`config.mk`:
```
export PLATFORM = sky130hd
export DESIGN_NAME = ccr_regbank
export DESIGN_NICKNAME = d
export VERILOG_FILES = /design/src/design/ccr_pkg.sv /design/src/design/ccr_byte_reg.sv /design/src/design/ccr_regbank.sv
export SDC_FILE = /design/constraint.sdc
export NUM_CORES = 1
export LEC_CHECK = 0
export ABC_AREA = 1
export BUFFER_PORTS_ARGS = -buffer_cell sky130_fd_sc_hd__buf_4
export CORE_ASPECT_RATIO = 0.8
export CORE_MARGIN = 2
export CORE_UTILIZATION = 47
export CTS_BUF_LIST = sky130_fd_sc_hd__clkbuf_2
export CTS_CLUSTER_SIZE = 12
export DETAILED_ROUTE_END_ITERATION = 10
export GPL_TIMING_DRIVEN = 1
export PLACE_DENSITY = 0.82
export SETUP_SLACK_MARGIN = 0.15
export SYNTH_ARGS = -nofsm -noshare
export SYNTH_HDL_FRONTEND = slang
export SYNTH_SLANG_ARGS = --single-unit
```
`constraint.sdc`:
```
create_clock -name clk_i -period 2 [get_ports clk_i]
set_input_delay 0.3 -clock clk_i [delete_from_list [all_inputs] [get_ports clk_i]]
set_output_delay 0.3 -clock clk_i [all_outputs]
set_load 0.005 [all_outputs]
```
`src/design/ccr_pkg.sv`:
```
// charger control register bank: offsets, reset values, field layout and types
// Operation
// Mode register bit 7: 0 charging (reset), 1 reverse discharging.
// Host keeps reserved bits at power-on values; device stores them as written.
// Mode bit 4 scales input regulation: 0 gives 100x, 1 gives 40x.
// Mode bits 3-2 switching rate: 150, 300 (reset), reserved, 450 kHz.
// Mode bits 1-0 dead time: 20 (reset), 40, 60, 80 ns.
// Options bit 7 picks bus-side (0) or battery-side (1) charge current reference.
// Options bit 6: 0 keeps trickle phase, 1 skips it.
// Options bit 5: 0 enables automatic termination, 1 disables it.
// Options bit 4, discharging only: internal setting (0) or external divider (1).
// Options bit 3 trickle threshold: 70% (reset) or 60% of battery voltage.
// Options bit 2, discharging only: 0 keeps overvoltage guard, 1 turns off.
// Ramp bits 5-4 soft start: 0.0625, 0.125, 0.25, 0.5 mV/us.
// Host sets ramp register bit 3 after every power-up; it resets to 0.
// Ramp bit 2: 0 gate pin drives series switch, 1 enables frequency spreading.
// Ramp bits 1-0 discharge slew: 1, 2 (reset), 4, 8 mV/us.
// Each register reads back its last write and returns to reset value.
package ccr_pkg;

	localparam int unsigned CCR_NREG = 3;

	// register offsets on the serial register port
	localparam logic [7:0] CCR_ADDR_MODE = 8'h09;
	localparam logic [7:0] CCR_ADDR_OPTS = 8'h0A;
	localparam logic [7:0] CCR_ADDR_RAMP = 8'h0B;
	localparam logic [CCR_NREG-1:0][7:0] CCR_REG_ADDR = {CCR_ADDR_RAMP, CCR_ADDR_OPTS, CCR_ADDR_MODE};

	// power-on values
	localparam logic [7:0] CCR_RST_MODE = 8'h04;
	localparam logic [7:0] CCR_RST_OPTS = 8'h01;
	localparam logic [7:0] CCR_RST_RAMP = 8'h01;
	localparam logic [CCR_NREG-1:0][7:0] CCR_REG_RST = {CCR_RST_RAMP, CCR_RST_OPTS, CCR_RST_MODE};
	localparam logic [7:0] CCR_RDATA_UNMAPPED = 8'h00;

	// mode register fields
	localparam int unsigned CCR_MODE_DISCHARGE = 7;
	localparam int unsigned CCR_MODE_SCALE     = 4;
	localparam int unsigned CCR_MODE_RATE_LO   = 2;
	localparam int unsigned CCR_MODE_DT_LO     = 0;
	// options register fields
	localparam int unsigned CCR_OPTS_IREF      = 7;
	localparam int unsigned CCR_OPTS_TRICKLE   = 6;
	localparam int unsigned CCR_OPTS_TERM      = 5;
	localparam int unsigned CCR_OPTS_FBSRC     = 4;
	localparam int unsigned CCR_OPTS_TRTHR     = 3;
	localparam int unsigned CCR_OPTS_OVP       = 2;
	// ramp register fields
	localparam int unsigned CCR_RAMP_SS_LO     = 4;
	localparam int unsigned CCR_RAMP_FACTORY   = 3;
	localparam int unsigned CCR_RAMP_SPREAD    = 2;
	localparam int unsigned CCR_RAMP_SLEW_LO   = 0;

	// switching rate codes and values
	localparam logic [1:0] CCR_RATE_150 = 2'h0;
	localparam logic [1:0] CCR_RATE_300 = 2'h1;
	localparam logic [1:0] CCR_RATE_RSV = 2'h2;
	localparam logic [1:0] CCR_RATE_450 = 2'h3;
	localparam logic [8:0] CCR_KHZ_150  = 9'h096;
	localparam logic [8:0] CCR_KHZ_300  = 9'h12C;
	localparam logic [8:0] CCR_KHZ_450  = 9'h1C2;
	localparam logic [8:0] CCR_KHZ_NONE = 9'h000;
	// dead time in ns: 20 plus 20 per code step
	localparam logic [6:0] CCR_DT_BASE_NS = 7'h14;
	// input regulation scale factors
	localparam logic [6:0] CCR_SCALE_HI = 7'h64;
	localparam logic [6:0] CCR_SCALE_LO = 7'h28;
	// trickle threshold in percent
	localparam logic [6:0] CCR_TRTHR_HI = 7'h46;
	localparam logic [6:0] CCR_TRTHR_LO = 7'h3C;
	// soft start in 0.0625 mV/us steps and slew in mV/us, both doubling per code
	localparam logic [3:0] CCR_RATE_UNIT = 4'h1;

	typedef struct packed {
		logic [7:0] addr;
		logic       wr;
		logic       rd;
		logic [7:0] wdata;
	} ccr_req_t;

	// raw field view of the three registers
	typedef struct packed {
		logic       discharge_mode_select;
		logic       input_regulation_scale;
		logic [1:0] switch_rate_select;
		logic [1:0] deadtime_select;
		logic       charge_current_reference_select;
		logic       trickle_phase_off;
		logic       auto_terminate_off;
		logic       output_voltage_source_select;
		logic       trickle_threshold_low;
		logic       overvoltage_guard_off;
		logic [1:0] startup_ramp_select;
		logic       factory_set;
		logic       frequency_spread_on;
		logic [1:0] slew_select;
	} ccr_cfg_t;

	// decoded settings handed to the power stage
	typedef struct packed {
		logic [8:0] switch_khz;
		logic       switch_code_invalid;
		logic [6:0] deadtime_ns;
		logic [6:0] input_scale_x;
		logic       battery_current_ref;
		logic       trickle_enabled;
		logic       auto_terminate_enabled;
		logic       external_feedback;
		logic [6:0] trickle_threshold_pct;
		logic       overvoltage_guard_active;
		logic [3:0] startup_ramp_units;
		logic       gate_pin_spread;
		logic [3:0] slew_mv_per_us;
	} ccr_stage_t;

endpackage

```
`src/design/ccr_byte_reg.sv`:
```
// one byte-wide control register with a power-on value
`timescale 1ns/1ps
module ccr_byte_reg #(
	parameter logic [7:0] RST_VAL = 8'h00
) (
	// clock and reset
	input  wire logic       clk_i,
	input  wire logic       sys_rst_i,
	// write port
	input  wire logic       we_i,
	input  wire logic [7:0] wdata_i,
	// stored value
	output logic      [7:0] q_o
);

	logic [7:0] val_d;
	logic [7:0] val_q;

	always_comb begin
		val_d = val_q;
		if (we_i) begin
			val_d = wdata_i;
		end
	end

	always_ff @(posedge clk_i or posedge sys_rst_i) begin
		if (sys_rst_i) begin
			val_q <= RST_VAL;
		end else begin
			val_q <= val_d;
		end
	end

	assign q_o = val_q;

endmodule

```
`src/design/ccr_regbank.sv`:
```
// control register bank: storage, readback and decode into power stage settings
`timescale 1ns/1ps
module ccr_regbank (
	// clock and reset
	input  wire logic               clk_i,
	input  wire logic               sys_rst_i,
	// register port from the serial host link
	input  wire ccr_pkg::ccr_req_t  reg_req_i,
	output logic              [7:0] reg_rdata_o,
	output logic                    reg_rvalid_o,
	output logic                    reg_miss_o,
	// configuration to the power stage
	output ccr_pkg::ccr_cfg_t       cfg_o,
	output ccr_pkg::ccr_stage_t     stage_o,
	output logic                    setup_pending_o
);
	import ccr_pkg::*;

	logic [CCR_NREG-1:0][7:0] reg_q;
	logic [CCR_NREG-1:0]      hit;
	logic                     any_hit;

	// one register per entry, each with its own power-on value
	generate
		for (genvar i = 0; i < CCR_NREG; i++) begin : g_reg
			assign hit[i] = (reg_req_i.addr == CCR_REG_ADDR[i]);
			ccr_byte_reg #(
				.RST_VAL (CCR_REG_RST[i])
			) u_reg (
				.clk_i     (clk_i),
				.sys_rst_i (sys_rst_i),
				.we_i      (reg_req_i.wr && hit[i]),
				.wdata_i   (reg_req_i.wdata),
				.q_o       (reg_q[i])
			);
		end
	endgenerate

	assign any_hit = |hit;

	logic [7:0] rdata_d;
	logic [7:0] rdata_q;
	logic       rvalid_d;
	logic       rvalid_q;
	logic       miss_d;
	logic       miss_q;

	// a read in the same cycle as a write to that register sees the old value
	always_comb begin
		rdata_d  = CCR_RDATA_UNMAPPED;
		rvalid_d = reg_req_i.rd;
		miss_d   = (reg_req_i.rd || reg_req_i.wr) && !any_hit;
		for (int k = 0; k < CCR_NREG; k++) begin
			if (reg_req_i.rd && hit[k]) begin
				rdata_d = reg_q[k];
			end
		end
	end

	always_ff @(posedge clk_i or posedge sys_rst_i) begin
		if (sys_rst_i) begin
			rdata_q  <= CCR_RDATA_UNMAPPED;
			rvalid_q <= 1'b0;
			miss_q   <= 1'b0;
		end else begin
			rdata_q  <= rdata_d;
			rvalid_q <= rvalid_d;
			miss_q   <= miss_d;
		end
	end

	assign reg_rdata_o  = rdata_q;
	assign reg_rvalid_o = rvalid_q;
	assign reg_miss_o   = miss_q;

	// reserved bits are stored and read back as written but drive nothing
	logic [7:0] mode_r;
	logic [7:0] opts_r;
	logic [7:0] ramp_r;
	assign mode_r = reg_q[0];
	assign opts_r = reg_q[1];
	assign ramp_r = reg_q[2];

	// field view comes straight from the register flops
	always_comb begin
		cfg_o.discharge_mode_select           = mode_r[CCR_MODE_DISCHARGE];
		cfg_o.input_regulation_scale          = mode_r[CCR_MODE_SCALE];
		cfg_o.switch_rate_select              = mode_r[CCR_MODE_RATE_LO +: 2];
		cfg_o.deadtime_select                 = mode_r[CCR_MODE_DT_LO +: 2];
		cfg_o.charge_current_reference_select = opts_r[CCR_OPTS_IREF];
		cfg_o.trickle_phase_off               = opts_r[CCR_OPTS_TRICKLE];
		cfg_o.auto_terminate_off              = opts_r[CCR_OPTS_TERM];
		cfg_o.output_voltage_source_select    = opts_r[CCR_OPTS_FBSRC];
		cfg_o.trickle_threshold_low           = opts_r[CCR_OPTS_TRTHR];
		cfg_o.overvoltage_guard_off           = opts_r[CCR_OPTS_OVP];
		cfg_o.startup_ramp_select             = ramp_r[CCR_RAMP_SS_LO +: 2];
		cfg_o.factory_set                     = ramp_r[CCR_RAMP_FACTORY];
		cfg_o.frequency_spread_on             = ramp_r[CCR_RAMP_SPREAD];
		cfg_o.slew_select                     = ramp_r[CCR_RAMP_SLEW_LO +: 2];
	end

	ccr_stage_t stage_d;
	ccr_stage_t stage_q;
	logic       pending_d;
	logic       pending_q;

	always_comb begin
		stage_d = stage_q;
		case (cfg_o.switch_rate_select)
			CCR_RATE_150: stage_d.switch_khz = CCR_KHZ_150;
			CCR_RATE_300: stage_d.switch_khz = CCR_KHZ_300;
			CCR_RATE_450: stage_d.switch_khz = CCR_KHZ_450;
			default:      stage_d.switch_khz = CCR_KHZ_NONE;
		endcase
		// the reserved rate code is flagged instead of guessed at
		stage_d.switch_code_invalid = (cfg_o.switch_rate_select == CCR_RATE_RSV);
		stage_d.deadtime_ns = CCR_DT_BASE_NS + 7'(CCR_DT_BASE_NS * 7'(cfg_o.deadtime_select));
		// 40x keeps resolution when the regulation target is under 10 V; the host picks it
		stage_d.input_scale_x = cfg_o.input_regulation_scale ? CCR_SCALE_LO : CCR_SCALE_HI;
		stage_d.battery_current_ref    = cfg_o.charge_current_reference_select;
		stage_d.trickle_enabled        = !cfg_o.trickle_phase_off;
		stage_d.auto_terminate_enabled = !cfg_o.auto_terminate_off;
		// feedback source and guard disable only bite while discharging
		stage_d.external_feedback = cfg_o.discharge_mode_select
			&& cfg_o.output_voltage_source_select;
		stage_d.trickle_threshold_pct = cfg_o.trickle_threshold_low ? CCR_TRTHR_LO : CCR_TRTHR_HI;
		stage_d.overvoltage_guard_active = !(cfg_o.discharge_mode_select
			&& cfg_o.overvoltage_guard_off);
		stage_d.startup_ramp_units = CCR_RATE_UNIT << cfg_o.startup_ramp_select;
		stage_d.gate_pin_spread    = cfg_o.frequency_spread_on;
		stage_d.slew_mv_per_us     = CCR_RATE_UNIT << cfg_o.slew_select;
		pending_d = !cfg_o.factory_set;
	end

	always_ff @(posedge clk_i or posedge sys_rst_i) begin
		if (sys_rst_i) begin
			stage_q.switch_khz               <= CCR_KHZ_300;
			stage_q.switch_code_invalid      <= 1'b0;
			stage_q.deadtime_ns              <= CCR_DT_BASE_NS;
			stage_q.input_scale_x            <= CCR_SCALE_HI;
			stage_q.battery_current_ref      <= 1'b0;
			stage_q.trickle_enabled          <= 1'b1;
			stage_q.auto_terminate_enabled   <= 1'b1;
			stage_q.external_feedback        <= 1'b0;
			stage_q.trickle_threshold_pct    <= CCR_TRTHR_HI;
			stage_q.overvoltage_guard_active <= 1'b1;
			stage_q.startup_ramp_units       <= CCR_RATE_UNIT;
			stage_q.gate_pin_spread          <= 1'b0;
			stage_q.slew_mv_per_us           <= 4'h2;
			pending_q                        <= 1'b1;
		end else begin
			stage_q   <= stage_d;
			pending_q <= pending_d;
		end
	end

	assign stage_o         = stage_q;
	assign setup_pending_o = pending_q;
endmodule

```
==> metrics <==
run status=finished, final reports clean; Critical Path AT=1.32 ns; chip width=between 90 and 100 um; synth unique cells=24; placed insts=410; clk buf depth=2; synthesis-to-finish area growth=21.8%; Synth Warn #=0; Post-CTS Setup Bufs=0; initial DRC count=between 100 and 150; Post-DP HPWL=around 3.9 mm; Clock Skews=between 0.02 and 0.025 ns; row count=25; RSZ-0062 raised after global routing=false; Top-Level Pins=94; Vias/cell=roughly 4.7; Clock Latency Late Sink=0.50 ns; # DRC=0; Root Driver=clkbuf_2; fillers=around 510; number of global-route vias before repair=approximately 1900; fin cells=431; register area share after synthesis=56.2%; NumNets Final=~370; crit-path cells=buf_4; die area=between 0.006 and 0.007 mm2; Port Buffer Count=84; Sum Neg Setup Slack=0 ns; area leader, netlist=dfrtp_1; CP Max Fanout=8; Setup-failing EPs final=0; Worst IR Drop VDD=between 0.3 and 0.4 mV; share of the synthesized area in the top cell type=between 40% and 50%; number of max-cap violations=0; leakage power=1.92 nW; final instance area=0.00352 mm2; Reg area=between 0.0015 and 0.002 mm2; crit end category=primary output; cell count after synthesis=about 280; final hold violation count=0; CP top delay family=flip-flops; share of cells above drive strength 1=about two fifths; total global-route track usage=between 10% and 20%; gp weighted congestion=~0.84; post-route ant nets=0; Synth Cell Area=0.00289 mm2; Antenna diodes=0; Routed WL=roughly 5.4 mm; CTS tree=done; Startpoint Class=flip-flop; fin crit share=81.0%; Hold Path Class=input pin to flip-flop; area of the core=just under 0.006 mm2; CP max-delay cell=dfstp_2; Slew Viols, Final=0; initial antenna violation count=0; fin util=between 50% and 60%; clock-pin slew on the worst setup and hold paths=0.19 ns; EDFF count, synth=0; TritonCTS buffer count=9; synth top area cells=dfrtp_1 (42%), dfstp_2 (15%), buf_4 (8.8%); Synth Register Bits=64; crit path time final=approximately 1.6 ns; depth of the CTS H-tree=3; pwr dens=a little under 700 mW/mm2; Top FF cell, synth=dfrtp_1; maximum operating frequency=617 MHz; Avg Cell Area, Syn=about 10 um2; worst path required time=about 1.7 ns; placement-stage cell area=0.00336 mm2; Crit Path Category=flip-flop to primary output; pin count of the biggest net entering global routing=65; Worst path max stage delay=about 0.68 ns; total number of vias=2006; Async SR Flop Fraction=100%; Die Height=approximately 74 um; Multi-input gate area=between 800 and 900 um2; WP buf/inv=1; GRT overflow=0; first-pass GRT wire length=8.95 mm; drt first pass iters=4; Wirelength per Cell=between 10 and 15 um; clock sink count=64; Initial Util=48.8%
[through the flow]
step | setup slack (ns) | hold slack (ns) | total power [W]
4_1_cts | 0.353 | 0.00126 | 0.00242
3_3_place_gp | 0.583 | 0.415 | 0.00167
2_1_floorplan | 0.879 | 0.331 | 0.00157
6_report | 0.380 | 0.0560 | 0.00240
5_1_grt | 0.299 | 0.0106 | 0.00252
3_5_place_dp | 0.550 | 0.418 | 0.00168
[synth_stat cells, types with 4 or more instances]
cell type   n
o21ai_2     8
inv_1      32
buf_4      34
nor2_1     11
ha_1        9
nand2_2     7
nand2_1    44
nand4_1     8
dfstp_2    16
buf_2       4
dfrtp_1    48
nand3_1    38
[state kept, by name (all words and copies together), names as in the netlist]
register / count
reg_rvalid_o: 1
setup_pending_o: 1
reg_miss_o: 1
g.u_reg.q_o: 24
reg_rdata_o: 8
stage_o: 29
[kinds of logic after synthesis]
| kind of cell | Yosys count | share of synthesized area [%] |
|---|---|---|
| DFF | 64 | 56.2 |
| other | 2 | 0.260 |
| AOI/OAI and AO/OA | 10 | 2.77 |
| and+or+nand+nor | 119 | 21.6 |
| buffers and inverters | 75 | 15.3 |
| adders and majority gates | 9 | 3.90 |
[final cells by class]
| class | count | share of cell area (%) |
|---|---|---|
| multi-input combinational | 147 | 24.2 |
| clock inverter | 6 | 1.71 |
| clock buffer | 10 | 1.42 |
| tap | 81 | 2.88 |
| timing repair buffer | 90 | 19.9 |
| sequential | 64 | 46.1 |
| inverter | 33 | 3.77 |
[power by group]
part,switching [W],internal [W],total (W)
clock network,0.000451,0.000287,0.000738
registers,0.0000427,0.00136,0.00140
logic,0.000130,0.000128,0.000258
[per-layer routing]
metal	vias to the layer above	global-route usage, %	share of wire (%)
met5	-	0	0
met4	0	6.06	1.7
met1	946	21.2	43
met2	82	28.1	48
met3	11	7.60	7.8
li1	967	-	-
[path summary, 6_finish.rpt]
check / from / to / slack [ns] / cells past startpoint
max: g_reg[0].u_reg.q_o[2] / cfg_o[14] / 0.38 / 1
min: reg_req_i[5] / g_reg[0].u_reg.q_o[5] / 0.06 / 3
max reg2reg: g_reg[0].u_reg.q_o[2] / stage_o[38] / 0.80 / 4
min reg2reg: g_reg[2].u_reg.q_o[3] / setup_pending_o / 0.45 / 1
max in group asynchronous: sys_rst_i / g_reg[2].u_reg.q_o[0] / 1.24 / 4
min in group asynchronous: sys_rst_i / g_reg[0].u_reg.q_o[0] / 0.43 / 4
[what timing repair did]
action,4_1_cts,5_1_grt
hold buffers,2,3
resized for setup,0,0
endpoints found under the hold margin,49,3
[cells in the final DEF, fill, tap and decap left out, types with 9 or more instances in the layout]
| master | count |
|---|---|
| buf_4 | 84 |
| clkbuf_2 | 10 |
| conb_1 | 9 |
| dfrtp_1 | 48 |
| dfstp_2 | 16 |
| ha_1 | 9 |
| inv_1 | 31 |
| nand2_1 | 44 |
| nand3_1 | 38 |
| nor2_1 | 11 |
No activity file was read; power rests on OpenSTA's default activity.
